### src/e1am_pkg.sv
// Constants shared by the E1 receive alarm and overhead monitor.
package e1am_pkg;
  // Register indices; byte address is four times the index.
  localparam logic [6:0] IDX_CFG = 7'h31;
  localparam logic [6:0] IDX_IND = 7'h35;
  localparam logic [6:0] IDX_FRM = 7'h36;
  localparam logic [6:0] IDX_MNT = 7'h37;
  localparam logic [6:0] IDX_TS0 = 7'h38;
  localparam logic [6:0] IDX_CLO = 7'h39;
  localparam logic [6:0] IDX_CHI = 7'h3a;
  localparam int         CH_N    = 8;
  // Configuration fields and reset value.
  localparam int         CFG_REMOTE_ALARM_CRITERION  = 3;
  localparam int         CFG_ALARM_SIGNAL_CRITERION  = 1;
  localparam int         CFG_UNFR  = 0;
  localparam logic [7:0] CFG_MASK  = 8'h0b;
  localparam logic [7:0] CFG_RST   = 8'h00;
  // Maintenance status and indication fields.
  localparam int         MNT_RAI   = 7;
  localparam int         MNT_RMAI  = 6;
  localparam int         MNT_ALARM_SIGNAL_DETECT_STATE  = 5;
  localparam int         MNT_RED   = 3;
  localparam int         MNT_AIS   = 2;
  localparam int         FRM_OOF   = 6;
  localparam int         FRM_CFEBE = 1;
  localparam int         FRM_LINK  = 0;
  // Detection thresholds.
  localparam logic [2:0] RAI_RUN   = 3'h4;
  localparam logic [1:0] Y_RUN     = 2'h3;
  localparam logic [8:0] AIS_LAST  = 9'h1ff;
  localparam logic [1:0] AIS_ZMIN  = 2'h3;
  localparam logic [9:0] FEBE_MIN  = 10'h3de;
  localparam logic [2:0] FEBE_SECS = 3'h5;
  localparam logic [9:0] CRC_MAX   = 10'h3ff;
  // Timing.
  localparam int         CLK_HZ     = 40000000;
  localparam int         SEC_MS     = 1000;
  localparam int         PERSIST_MS = 100;
  localparam int         SEC_CYC    = CLK_HZ / 1000 * SEC_MS;
  localparam int         PER_CYC    = CLK_HZ / 1000 * PERSIST_MS;
  localparam int         SEC_W      = 26;
  localparam int         PER_W      = 23;
endpackage

### src/e1am_top.sv
// E1 receive alarm and overhead monitor: eight channels behind Wishbone.
// Function
// - Far-end error persist set when >=990 errors per second for 5 seconds.
// - Link ID detected when 2 of last 3 Sa7 bits are zero.
// - Remote alarm: one A=1 or 4 consecutive, chosen by criterion bit.
// - Remote alarm state refreshed every two frames.
// - Multiframe alarm set after Y=1 in 3 multiframes, zero when Y=0.
// - Multiframe alarm state refreshed every 16 frames.
// - Alarm signal detection inhibited in unframed mode.
// - Detect: alignment lost and <3 zeros in one or two 512-bit blocks.
// - Clear: 3 or more zeros in one or two 512-bit blocks.
// - Alarm signal detect state updated once per 512 bits.
// - Frame loss persist follows alignment loss after 100 ms.
// - Alarm signal persist follows detect state after 100 ms.
// - TS0 register: Si1, Si0, A, Sa4..Sa8 from top down.
// - Si1 updates on alignment frames, rest on non-alignment frames.
// - TS0 register frozen while alignment is lost.
// - Ten-bit CRC error count split over two registers, moved each second.
// - Overwritten flag set when an unread count is replaced; read clears.
// - Updated flag set on each refresh and cleared on read.
// - X0, Y, X1, X2 captured from TS16 of multiframe frame 0.
// - TS16 bits refreshed on non-alignment frames, frozen on loss.
// - Change indications latch every alarm transition; read clears.
//
// The Wishbone interface to the registers was left to the implementer.
`timescale 1ns/1ps
`default_nettype none

module e1am_chan #(
  parameter int PERSIST_CYCLES = e1am_pkg::PER_CYC
) (
  input  wire logic       clk,
  input  wire logic       rst_n,
  input  wire logic       sec_tick,
  input  wire logic       frame_start_event,
  input  wire logic       fas_frame,
  input  wire logic       smf_frame0,
  input  wire logic [7:0] ts0_octet,
  input  wire logic [7:0] ts16_octet,
  input  wire logic       oof,
  input  wire logic       rx_bit_en,
  input  wire logic       rx_bit,
  input  wire logic       crc_err,
  input  wire logic       febe,
  input  wire logic [6:0] reg_idx,
  input  wire logic       rd_stb,
  input  wire logic       wr_stb,
  input  wire logic [7:0] wdat,
  output logic      [7:0] rdat
);
  import e1am_pkg::*;

  function automatic logic [9:0] sat_inc(logic [9:0] v, logic [9:0] m);
    return (v >= m) ? m : v + 10'h001;
  endfunction

  // A level must disagree with its state for the full window to flip it.
  function automatic logic [PER_W:0] persist(logic cond, logic st,
                                             logic [PER_W-1:0] c);
    if (cond == st) begin
      return {st, {PER_W{1'b0}}};
    end else if (c >= PER_W'(PERSIST_CYCLES - 1)) begin
      return {cond, {PER_W{1'b0}}};
    end
    return {st, c + {{(PER_W-1){1'b0}}, 1'b1}};
  endfunction

  logic [7:0] cfg_q, cfg_d;
  logic [2:0] rai_run_q, rai_run_d;
  logic       rai_last_q, rai_last_d, rai_q, rai_d, fpar_q, fpar_d;
  logic [1:0] y_run_q, y_run_d;
  logic       rmai_q, rmai_d;
  logic [3:0] f16_q, f16_d;
  logic [8:0] blk_q, blk_d;
  logic [1:0] zer_q, zer_d;
  logic       plow_q, plow_d, alarm_signal_detect_state_q, alarm_signal_detect_state_d;
  logic       red_q, red_d, ais_q, ais_d;
  logic [PER_W-1:0] redc_q, redc_d, alarm_signal_criterion_q, alarm_signal_criterion_d;
  logic [9:0] febc_q, febc_d;
  logic [2:0] good_q, good_d;
  logic       cfebe_q, cfebe_d;
  logic [2:0] sa7_q, sa7_d;
  logic       link_q, link_d;
  logic [7:0] ts0_q, ts0_d;
  logic [3:0] xy_q, xy_d;
  logic [9:0] acc_q, acc_d, crc_q, crc_d;
  logic       ovr_q, ovr_d, new_q, new_d, unrd_q, unrd_d;
  logic [7:0] ind_q, ind_d;

  logic       nfas_ev, fas_ev, blk_low, blk_end;
  logic [1:0] z_now;
  logic [9:0] febe_now, acc_now;
  logic [PER_W:0] red_p, ais_p;

  always_comb begin
    cfg_d     = cfg_q;
    rai_run_d = rai_run_q;
    rai_last_d = rai_last_q;
    rai_d     = rai_q;
    fpar_d    = fpar_q;
    y_run_d   = y_run_q;
    rmai_d    = rmai_q;
    f16_d     = f16_q;
    alarm_signal_detect_state_d    = alarm_signal_detect_state_q;
    plow_d    = plow_q;
    sa7_d     = sa7_q;
    ts0_d     = ts0_q;
    xy_d      = xy_q;
    crc_d     = crc_q;
    good_d    = good_q;
    cfebe_d   = cfebe_q;
    ovr_d     = ovr_q;
    new_d     = new_q;
    unrd_d    = unrd_q;
    ind_d     = ind_q;
    nfas_ev   = frame_start_event & ~fas_frame & ~oof;
    fas_ev    = frame_start_event & fas_frame & ~oof;

    if (wr_stb && reg_idx == IDX_CFG) begin
      cfg_d = wdat & CFG_MASK;
    end

    // Frame-rate overhead capture, frozen while alignment is lost.
    if (fas_ev) begin
      ts0_d[7] = ts0_octet[7];
    end
    if (nfas_ev) begin
      // The non-alignment international bit is the first bit on the line.
      ts0_d[6]   = ts0_octet[7];
      ts0_d[5:0] = ts0_octet[5:0];
      rai_last_d = ts0_octet[5];
      rai_run_d  = ts0_octet[5] ? 3'(sat_inc(10'(rai_run_q), 10'(RAI_RUN)))
                                : 3'h0;
      sa7_d      = {sa7_q[1:0], ts0_octet[1]};
      if (smf_frame0) begin
        xy_d    = ts16_octet[3:0];
        y_run_d = ts16_octet[2] ? 2'(sat_inc(10'(y_run_q), 10'(Y_RUN)))
                                : 2'h0;
      end
    end
    link_d = (~sa7_d[0] & ~sa7_d[1]) | (~sa7_d[0] & ~sa7_d[2]) |
             (~sa7_d[1] & ~sa7_d[2]);

    if (frame_start_event) begin
      fpar_d = ~fpar_q;
      f16_d  = f16_q + 4'h1;
      if (fpar_q) begin
        rai_d = cfg_q[CFG_REMOTE_ALARM_CRITERION] ? (rai_run_d >= RAI_RUN)
                                : rai_last_d;
      end
      if (f16_q == 4'hf) begin
        rmai_d = (y_run_d >= Y_RUN);
      end
    end

    // Zero density over 512-bit blocks.
    z_now   = (rx_bit_en && !rx_bit) ? 2'(sat_inc(10'(zer_q), 10'(AIS_ZMIN)))
                                     : zer_q;
    blk_end = rx_bit_en && (blk_q == AIS_LAST);
    blk_low = (z_now < AIS_ZMIN);
    blk_d   = rx_bit_en ? blk_q + 9'h001 : blk_q;
    zer_d   = blk_end ? 2'h0 : z_now;
    if (blk_end) begin
      plow_d = blk_low;
      if (cfg_q[CFG_UNFR]) begin
        alarm_signal_detect_state_d = 1'b0;
      end else if (oof && blk_low &&
                   (!cfg_q[CFG_ALARM_SIGNAL_CRITERION] || plow_q)) begin
        alarm_signal_detect_state_d = 1'b1;
      end else if (!blk_low && (!cfg_q[CFG_ALARM_SIGNAL_CRITERION] || !plow_q)) begin
        alarm_signal_detect_state_d = 1'b0;
      end
    end

    red_p  = persist(oof, red_q, redc_q);
    red_d  = red_p[PER_W];
    redc_d = red_p[PER_W-1:0];
    ais_p  = persist(alarm_signal_detect_state_q, ais_q, alarm_signal_criterion_q);
    ais_d  = ais_p[PER_W];
    alarm_signal_criterion_d = ais_p[PER_W-1:0];

    // One-second counting; an event in the tick cycle joins the old second.
    febe_now = febe ? sat_inc(febc_q, FEBE_MIN) : febc_q;
    acc_now  = crc_err ? sat_inc(acc_q, CRC_MAX) : acc_q;
    febc_d   = sec_tick ? 10'h000 : febe_now;
    acc_d    = sec_tick ? 10'h000 : acc_now;

    // Reads clear first so that a coincident set wins.
    if (rd_stb && (reg_idx == IDX_CLO || reg_idx == IDX_CHI)) begin
      unrd_d = 1'b0;
    end
    if (rd_stb && reg_idx == IDX_CHI) begin
      ovr_d = 1'b0;
      new_d = 1'b0;
    end
    if (rd_stb && reg_idx == IDX_IND) begin
      ind_d = 8'h00;
    end
    if (sec_tick) begin
      good_d  = (febe_now >= FEBE_MIN) ?
                3'(sat_inc(10'(good_q), 10'(FEBE_SECS))) : 3'h0;
      cfebe_d = (good_d == FEBE_SECS);
      crc_d   = acc_now;
      new_d   = 1'b1;
      unrd_d  = 1'b1;
      if (unrd_q) begin
        ovr_d = 1'b1;
      end
    end

    ind_d[MNT_RAI]  = ind_d[MNT_RAI]  | (rai_d ^ rai_q);
    ind_d[MNT_RMAI] = ind_d[MNT_RMAI] | (rmai_d ^ rmai_q);
    ind_d[MNT_ALARM_SIGNAL_DETECT_STATE] = ind_d[MNT_ALARM_SIGNAL_DETECT_STATE] | (alarm_signal_detect_state_d ^ alarm_signal_detect_state_q);
    ind_d[MNT_RED]  = ind_d[MNT_RED]  | (red_d ^ red_q);
    ind_d[MNT_AIS]  = ind_d[MNT_AIS]  | (ais_d ^ ais_q);
  end

  always_ff @(posedge clk) begin
    if (!rst_n) begin
      cfg_q    <= CFG_RST;
      rai_run_q <= 3'h0;
      rai_last_q <= 1'b0;
      rai_q    <= 1'b0;
      fpar_q   <= 1'b0;
      y_run_q  <= 2'h0;
      rmai_q   <= 1'b0;
      f16_q    <= 4'h0;
      blk_q    <= 9'h000;
      zer_q    <= 2'h0;
      plow_q   <= 1'b0;
      alarm_signal_detect_state_q   <= 1'b0;
      red_q    <= 1'b0;
      redc_q   <= '0;
      ais_q    <= 1'b0;
      alarm_signal_criterion_q   <= '0;
      febc_q   <= 10'h000;
      good_q   <= 3'h0;
      cfebe_q  <= 1'b0;
      sa7_q    <= 3'h7;
      link_q   <= 1'b0;
      ts0_q    <= 8'h00;
      xy_q     <= 4'h0;
      acc_q    <= 10'h000;
      crc_q    <= 10'h000;
      ovr_q    <= 1'b0;
      new_q    <= 1'b0;
      unrd_q   <= 1'b0;
      ind_q    <= 8'h00;
    end else begin
      cfg_q    <= cfg_d;
      rai_run_q <= rai_run_d;
      rai_last_q <= rai_last_d;
      rai_q    <= rai_d;
      fpar_q   <= fpar_d;
      y_run_q  <= y_run_d;
      rmai_q   <= rmai_d;
      f16_q    <= f16_d;
      blk_q    <= blk_d;
      zer_q    <= zer_d;
      plow_q   <= plow_d;
      alarm_signal_detect_state_q   <= alarm_signal_detect_state_d;
      red_q    <= red_d;
      redc_q   <= redc_d;
      ais_q    <= ais_d;
      alarm_signal_criterion_q   <= alarm_signal_criterion_d;
      febc_q   <= febc_d;
      good_q   <= good_d;
      cfebe_q  <= cfebe_d;
      sa7_q    <= sa7_d;
      link_q   <= link_d;
      ts0_q    <= ts0_d;
      xy_q     <= xy_d;
      acc_q    <= acc_d;
      crc_q    <= crc_d;
      ovr_q    <= ovr_d;
      new_q    <= new_d;
      unrd_q   <= unrd_d;
      ind_q    <= ind_d;
    end
  end

  always_comb begin
    rdat = 8'h00;
    case (reg_idx)
      IDX_CFG: rdat = cfg_q;
      IDX_IND: rdat = ind_q;
      IDX_FRM: rdat = {1'b0, oof, 4'h0, cfebe_q, link_q};
      IDX_MNT: rdat = {rai_q, rmai_q, alarm_signal_detect_state_q, 1'b0, red_q, ais_q, 2'h0};
      IDX_TS0: rdat = ts0_q;
      IDX_CLO: rdat = crc_q[7:0];
      IDX_CHI: rdat = {ovr_q, new_q, xy_q, crc_q[9:8]};
      default: rdat = 8'h00;
    endcase
  end
endmodule // e1am_chan

module e1am_top #(
  parameter int SEC_CYCLES     = e1am_pkg::SEC_CYC,
  parameter int PERSIST_CYCLES = e1am_pkg::PER_CYC
) (
  input  wire logic        clk,
  input  wire logic        rst_n,
  input  wire logic [11:0] wb_adr_i,
  input  wire logic [31:0] wb_dat_i,
  input  wire logic [3:0]  wb_sel_i,
  input  wire logic        wb_we_i,
  input  wire logic        wb_cyc_i,
  input  wire logic        wb_stb_i,
  output logic      [31:0] wb_dat_o,
  output logic             wb_ack_o,
  input  wire logic [7:0]  frame_start_event,
  input  wire logic [7:0]  fas_frame,
  input  wire logic [7:0]  smf_frame0,
  input  wire logic [63:0] ts0_octet,
  input  wire logic [63:0] ts16_octet,
  input  wire logic [7:0]  oof,
  input  wire logic [7:0]  rx_bit_en,
  input  wire logic [7:0]  rx_bit,
  input  wire logic [7:0]  crc_err,
  input  wire logic [7:0]  febe
);
  import e1am_pkg::*;

  logic [SEC_W-1:0] sec_q, sec_d;
  logic             sec_tick;
  logic             ack_q, ack_d;
  logic [7:0]       dat_q, dat_d;
  logic             acc;
  logic [2:0]       ch_sel;
  logic [6:0]       reg_idx;
  logic [7:0]       ch_rdat [CH_N];

  // One divider serves all channels so their seconds stay aligned.
  assign sec_tick = (sec_q == SEC_W'(SEC_CYCLES - 1));
  assign ch_sel   = wb_adr_i[11:9];
  assign reg_idx  = wb_adr_i[8:2];
  assign acc      = wb_cyc_i & wb_stb_i & ~ack_q;

  always_comb begin
    sec_d = sec_tick ? '0 : sec_q + {{(SEC_W-1){1'b0}}, 1'b1};
    ack_d = acc;
    dat_d = acc ? (wb_we_i ? 8'h00 : ch_rdat[ch_sel]) : dat_q;
  end

  always_ff @(posedge clk) begin
    if (!rst_n) begin
      sec_q <= '0;
      ack_q <= 1'b0;
      dat_q <= 8'h00;
    end else begin
      sec_q <= sec_d;
      ack_q <= ack_d;
      dat_q <= dat_d;
    end
  end

  assign wb_ack_o = ack_q;
  assign wb_dat_o = {24'h000000, dat_q};

  for (genvar i = 0; i < CH_N; i++) begin : g_ch
    e1am_chan #(
      .PERSIST_CYCLES(PERSIST_CYCLES)
    ) u_chan (
      .clk              (clk),
      .rst_n            (rst_n),
      .sec_tick         (sec_tick),
      .frame_start_event(frame_start_event[i]),
      .fas_frame        (fas_frame[i]),
      .smf_frame0       (smf_frame0[i]),
      .ts0_octet        (ts0_octet[8*i +: 8]),
      .ts16_octet       (ts16_octet[8*i +: 8]),
      .oof              (oof[i]),
      .rx_bit_en        (rx_bit_en[i]),
      .rx_bit           (rx_bit[i]),
      .crc_err          (crc_err[i]),
      .febe             (febe[i]),
      .reg_idx          (reg_idx),
      .rd_stb           (acc & ~wb_we_i & (ch_sel == 3'(i))),
      .wr_stb           (acc & wb_we_i & wb_sel_i[0] & (ch_sel == 3'(i))),
      .wdat             (wb_dat_i[7:0]),
      .rdat             (ch_rdat[i])
    );
  end
endmodule // e1am_top

`default_nettype wire

### config.mk
export PLATFORM = sky130hd
export DESIGN_NAME = e1am_top
export DESIGN_NICKNAME = d
export VERILOG_FILES = /design/src/e1am_pkg.sv /design/src/e1am_top.sv
export SDC_FILE = /design/constraint.sdc
export NUM_CORES = 2
export LEC_CHECK = 0
export BUFFER_PORTS_ARGS = -buffer_cell sky130_fd_sc_hd__buf_4
export CORE_MARGIN = 3
export CORE_UTILIZATION = 45
export CTS_CLUSTER_SIZE = 30
export DETAILED_ROUTE_END_ITERATION = 8
export MAX_ROUTING_LAYER = met4
export PLACE_DENSITY = 0.68
export SLEW_MARGIN = 20
export SYNTH_ARGS = -nofsm -noshare
export SYNTH_HDL_FRONTEND = slang
export SYNTH_SLANG_ARGS = --single-unit
### constraint.sdc
create_clock -name clk -period 2.7 [get_ports clk]
set_input_delay 0.27 -clock clk [delete_from_list [all_inputs] [get_ports clk]]
set_output_delay 0.27 -clock clk [all_outputs]
set_load 0.01 [all_outputs]
Word-level counts from Yosys, hierarchy flattened. Cells that the tools add are included.

Add/sub/neg operators: 81. Magnitude comparators: 97. Equal/unequal tests: 55. Mux-type cells: 364. Bitwise logic cells: 225. Reductions and logical operators: 155.

Operators with widths (count): 2-to-1 mux 24 bit (48); one-hot mux 8 bit (7 select lines) (8); adder 23 x 1 -> 23 bit (second input constant) (16); greater-or-equal comparator 23 x 22 -> 1 bit (second input constant) (16); 2-to-1 mux 10 bit (32); greater-or-equal comparator 10 bit (second input constant) (24); 2-to-1 mux 1 bit (168); adder 10 x 1 -> 10 bit (second input constant) (16); 2-to-1 mux 3 bit (48); 2-to-1 mux 2 bit (48); 2-to-1 mux 8 bit (11); bitwise AND 1 bit (77); adder 9 x 1 -> 9 bit (second input constant) (8); equality test 9 bit (second input constant) (8); greater-or-equal comparator 3 bit (second input constant) (24); logical AND 1 bit (72); OR 1 bit (56); NOT 1 bit (51); equality test 7 x 6 -> 1 bit (second input constant) (7); adder 3 x 1 -> 3 bit (second input constant) (16); greater-or-equal comparator 2 bit (second input constant) (24); XOR 1 bit (40); equality test 3 bit (second input constant) (12); adder 2 x 1 -> 2 bit (second input constant) (16); 17 further kinds (131).

Flip-flop bits (word level): 1115.

Depth between registers and ports, before layout.
Depth in word-level cells: 12. Mapped depth: 11. Gate-level depth less buffers: 9.

Hierarchy. From an unflattened synthesis, not the netlist that was laid out.

Cells, all modules: 6243. Area, all modules: 51759.6 µm².

By module, submodules not included: e1am_chan (times used 8, cells an instance 750, area an instance 6184.7 µm²); e1am_top (times used 1, cells an instance 243, area an instance 2282.2 µm²).

Worst setup path after synthesis. Ideal clock, no wire load.

Kind: register to register. From: reg g_ch[4].u_chan.febc_q[0]. To: reg g_ch[4].u_chan.good_q[0]. Library setup time: 0.074 ns. Arrival time: 2.264 ns. Data required time: 2.626 ns. Slack: 0.362 ns. Stages on the path, launching flop included: 10. Clock period less this slack: 2.338 ns. Cells stage by stage: dfxtp_1 -> inv_1 -> ha_1 -> o2111a_1 -> o211ai_2 -> o21ai_0 -> a2111o_1 -> a221oi_2 -> o21ai_0 -> o21ai_0.

Word-level cells in the longest chain between the ends: 5. Elaborated cells between the ends (all ways): 6.

RTL lines: from (decl) (line e1am_top.sv:79) `logic [9:0] febc_q, febc_d;`; from (signal assigned) (line e1am_top.sv:236) `febc_q <= 10'h000;`; from (signal assigned) (line e1am_top.sv:266) `febc_q <= febc_d;`; adder 10 x 1 -> 10 bit / greater-or-equal comparator 10 bit (equally long branches) (line e1am_top.sv:54) `return (v >= m) ? m : v + 10'h001;`; 2-to-1 mux 10 bit (line e1am_top.sv:54); 2-to-1 mux 10 bit (*) (line e1am_top.sv:183) `febe_now = febe ? sat_inc(febc_q, FEBE_MIN) : febc_q;`; greater-or-equal comparator 10 bit (*) (line e1am_top.sv:200) `good_d = (febe_now >= FEBE_MIN) ?`; 2-to-1 mux 3 bit (*) (line e1am_top.sv:200); to (signal assigned) (line e1am_top.sv:267) `good_q <= good_d;`; to (decl) (line e1am_top.sv:80) `logic [2:0] good_q, good_d;`.

Every way passes the cells marked *; elsewhere a longest branch is shown, timed or not. A chain may end at the register's enable or synchronous reset.

Final worst setup path.
From: reg sec_q[0]. To: reg g_ch[2].u_chan.good_q[2].

Word-level cells in the longest chain between the ends: 1.

RTL lines: from (decl) (line e1am_top.sv:324) `logic [SEC_W-1:0] sec_q, sec_d;`; from (signal assigned) (line e1am_top.sv:347) `sec_q <= '0;`; from (signal assigned) (line e1am_top.sv:351) `sec_q <= sec_d;`; equality test 26 bit (line e1am_top.sv:334) `assign sec_tick = (sec_q == SEC_W'(SEC_CYCLES - 1));`; to (signal assigned) (line e1am_top.sv:267); to (decl) (line e1am_top.sv:80).

No other way between the ends.

==> results by group <==
Clocking
  – Skew-Pair Late Insertion Delay: 690 ps
  – CTS clk-pin slew, worst paths: 60 ps
  – CTS root buffer: clkbuf_16
  – TritonCTS clock tree: done
  – CTS buffer count: 113
  – CTS H-Tree Depth: 3
  – Clk buf depth: 3
  – CTS sink cnt: 1115

Die
  – Die Ht: 337.6 µm
  – Die width: 337.6 µm
  – Initial core utilization: 0.4539
  – I/O pins: 278
  – Row count: 121
  – Die area: 114000 µm²
  – CORE AREA: 109000 µm²

STA
  – Final period util: 0.9354
  – Worst slew pin tran: 900.0 ps
  – Final setup viols: 0
  – Final Critical Period: 2525 ps
  – Max_slew headroom: 0.3978
  – RSZ-0062 raised after global routing: false
  – Final Hold Viols: 0
  – Final hold slack: 78.64 ps
  – Max-slew violations: 0
  – Fin worst setup slack: 174.5 ps
  – Setup TNS: 0 ps
  – Clock skew: 25.97 ps
  – Fmax: 396.0 MHz

Run
  – Max capacitance violation total: 0

Drt
  – Vias/cell: 5.444
  – Pre-antenna DRT Iters: 6
  – Routed wire length: 130100 µm
  – # DRC: 0
  – Initial DRC Count: 3125
  – WL/cell: 16.88 µm
  – Antenna-violating nets left: 0
  – Vias: 41960

Final layout
  – Share of layout cells above drive strength 1: 0.08551
  – Design Area, Final: 58290 µm²
  – Area of the multi-input gates: 25590 µm²
  – Area delta synth->final: 17.83%
  – Filler Cell Count: 9929
  – Final nets: 6531
  – Register area: 22320 µm²

Outcome
  – Status: finished clean

Setup path
  – Required time of the worst setup path: 3330 ps
  – Reg2reg start: sec_q[0]$_SDFF_PP0_
  – Startpoint Class: flip-flop
  – CP max FO: 8
  – Critical Path AT: 3150 ps
  – Critical path type: reg -> reg
  – CP endpoint kind: flip-flop
  – Worst Setup SP: sec_q[0]$_SDFF_PP0_

Global route
  – First-pass GRT wire length: 205200 µm
  – All-layer global routing usage: 0.2281
  – Largest net degree at the start of global routing: 137
  – Vias in the first global route: 39190
  – Grt ovf: 0
  – Initial antenna violation count: 9

Yosys
  – Yosys cell types: 90
  – EDFF count, synth: 0
  – Primary FF master, synth: dfxtp_1
  – Mean post-synth cell area: 8.445 µm²
  – Seq/Total Area, Yosys: 0.4512
  – Cells after synthesis: 5858
  – Yosys Warn Count: 0
  – Async SR Flop Fraction: 0
  – Synth Register Bits: 1115
  – Cell area after synthesis: 49470 µm²

Place
  – Post-DP Area: 52490 µm²
  – IO Port Bufs: 179
  – HPWL after detailed placement: 90960 µm
  – Dpl ws: 87.94 ps
  – Final GP Congestion: 0.9767

Power and ir drop
  – Leak: 0.02138 µW
  – Power density over the cells: 599.9 nW/µm²
  – Maximum vdd drop: 0.5543 mV

Worst hold path
  – Hold_sp: fas_frame[5]
  – Type of the most critical hold path: in -> reg
## where the power goes
group | switching [µW] | total, µW | internal [µW] | leakage, µW
Clock | 6600 | 16200 | 9630 | 0.00190
Combinational | 1030 | 1800 | 774 | 0.0105
Sequential | 228 | 16900 | 16700 | 0.00902
Total | 7860 | 35000 | 27100 | 0.0214
## per-stage QoR
| stage | util | power [µW] | instances |
|---|---|---|---|
| 2_1_floorplan | - | 18200 | 5897 |
| 3_3_place_gp | 0.4815 | 18820 | 7299 |
| 3_5_place_dp | 0.4815 | 18860 | 7299 |
| 4_1_cts | 0.5344 | 35300 | 7694 |
| 5_1_grt | 0.5347 | 36180 | 7703 |
| 6_report | 0.5348 | 34970 | 7708 |
## routing by layer
metal  share of wire  vias up  GRT usage
met2            0.45     1094     0.3574
met3           0.066      307    0.04637
met4           0.043        0    0.09450
li1                -    20890          -
met1            0.44    19670     0.2872
met5               0        -          -
## synthesized netlist by cell type (all sizes together) (20+ instances only)
| cell | instances | share of area |
|---|---|---|
| dfxtp | 1115 | 0.45 |
| nor2 | 1039 | 0.079 |
| nand2 | 647 | 0.049 |
| a21oi | 386 | 0.039 |
| xor2 | 314 | 0.056 |
| nand3 | 229 | 0.023 |
| xnor2 | 209 | 0.037 |
| clkbuf | 197 | 0.015 |
| o21ai | 158 | 0.016 |
| nand4 | 154 | 0.020 |
| mux2i | 132 | 0.027 |
| and3 | 112 | 0.014 |
| inv | 110 | 0.0083 |
| buf | 105 | 0.012 |
| ha | 97 | 0.025 |
| nor3 | 83 | 0.0085 |
| a211oi | 82 | 0.012 |
| or3 | 49 | 0.0062 |
| a31oi | 44 | 0.0056 |
| a22oi | 43 | 0.0065 |
| nand2b | 41 | 0.0052 |
| a221oi | 31 | 0.0056 |
| and2 | 30 | 0.0038 |
| and4 | 27 | 0.0048 |
| nor3b | 24 | 0.0036 |
| nor2b | 23 | 0.0029 |
| o22ai | 20 | 0.0025 |
## cell usage in the layout (no fill, tap or decap), drive strengths merged, types with 15 or more instances in the layout
cell type,Yosys,layout
or3,49,49
o22ai,20,20
nor3,83,83
a22oi,43,43
conb,1,40
and4,27,27
o21a,19,19
nor3b,24,24
nand4,154,154
dlygate4sd3,0,189
xor2,314,314
and2,30,30
a22o,19,19
a221oi,31,31
xnor2,209,209
nor4,17,17
nand2b,41,41
inv,110,114
nand2,647,647
clkinv,1,24
a31oi,44,44
mux2i,132,132
o2bb2ai,16,16
clkbuf,197,158
ha,97,97
a211oi,82,82
a21oi,386,386
buf,105,290
o21ai,158,158
or3b,15,15
nor2,1039,1039
nand3b,19,19
and3,112,112
nand3,229,229
dfxtp,1115,1115
nor2b,23,23
## path summary, 6_finish.rpt
kind / to / slack [ps] / cells past startpoint
worst min-delay path: g_ch[5].u_chan.ts0_q[7]$_SDFFE_PN0P_ / 80 / 4
worst max register to register: g_ch[2].u_chan.good_q[2]$_SDFFE_PN0P_ / 170 / 7
worst min register to register: g_ch[2].u_chan.sa7_q[2]$_SDFF_PN1_ / 440 / 2
worst max-delay path: g_ch[2].u_chan.good_q[2]$_SDFFE_PN0P_ / 170 / 7
## layout make-up
| type | instances | share of cell area |
|---|---|---|
| Antenna cell | 14 | 0.0006010 |
| Clock buffer | 158 | 0.05587 |
| Clock inverter | 48 | 0.01069 |
| Inverter | 111 | 0.007276 |
| Multi-Input combinational cell | 4369 | 0.4391 |
| Sequential cell | 1115 | 0.3829 |
| Tap cell | 1414 | 0.03035 |
| Timing Repair Buffer | 479 | 0.07324 |
## state kept, by name (all words and copies together) (netlist names), 40 cells and up, named ones only
name,count
g_ch.u_chan.acc_q,80
g_ch.u_chan.redc_q,184
g_ch.u_chan.febc_q,80
g_ch.u_chan.blk_q,72
g_ch.u_chan.ind_q,40
g_ch.u_chan.crc_q,80
g_ch.u_chan.ts0_q,64
g_ch.u_chan.alarm_signal_criterion_q,184
## cells by family (layout without fill, tap and decap cells)
logic type               after synthesis  after routing  share of synthesized area
AND/OR/NAND/NOR                     2558           2558                     0.2364
adder cells (fa/ha/maj)               97             97                    0.02453
multiplexers                         143            143                    0.02921
buffers and inverters                413            796                    0.03561
other                                  1             54                 0.00007580
XOR/XNOR                             523            523                    0.09259
AO/OA/AOI/OAI                       1008           1008                     0.1304
flip-flops                          1115           1115                     0.4512
## timing repair
action,4_1_cts,5_1_grt
endpoints found under the hold margin,329,0
setup buffers,0,0
hold buffers,189,0
gates resized for setup,0,1
setup endpoints to repair,0,18
## worst max-delay path: stages, from the launching register on
cell and delay, ps:
dfxtp_1 370, ha_1 240, nand4_2 170, or2_4 310
or4_4 640, a2111o_1 420, a31oi_1 180, o22a_1 140
Note: power is estimated with default switching activity, not from simulation.
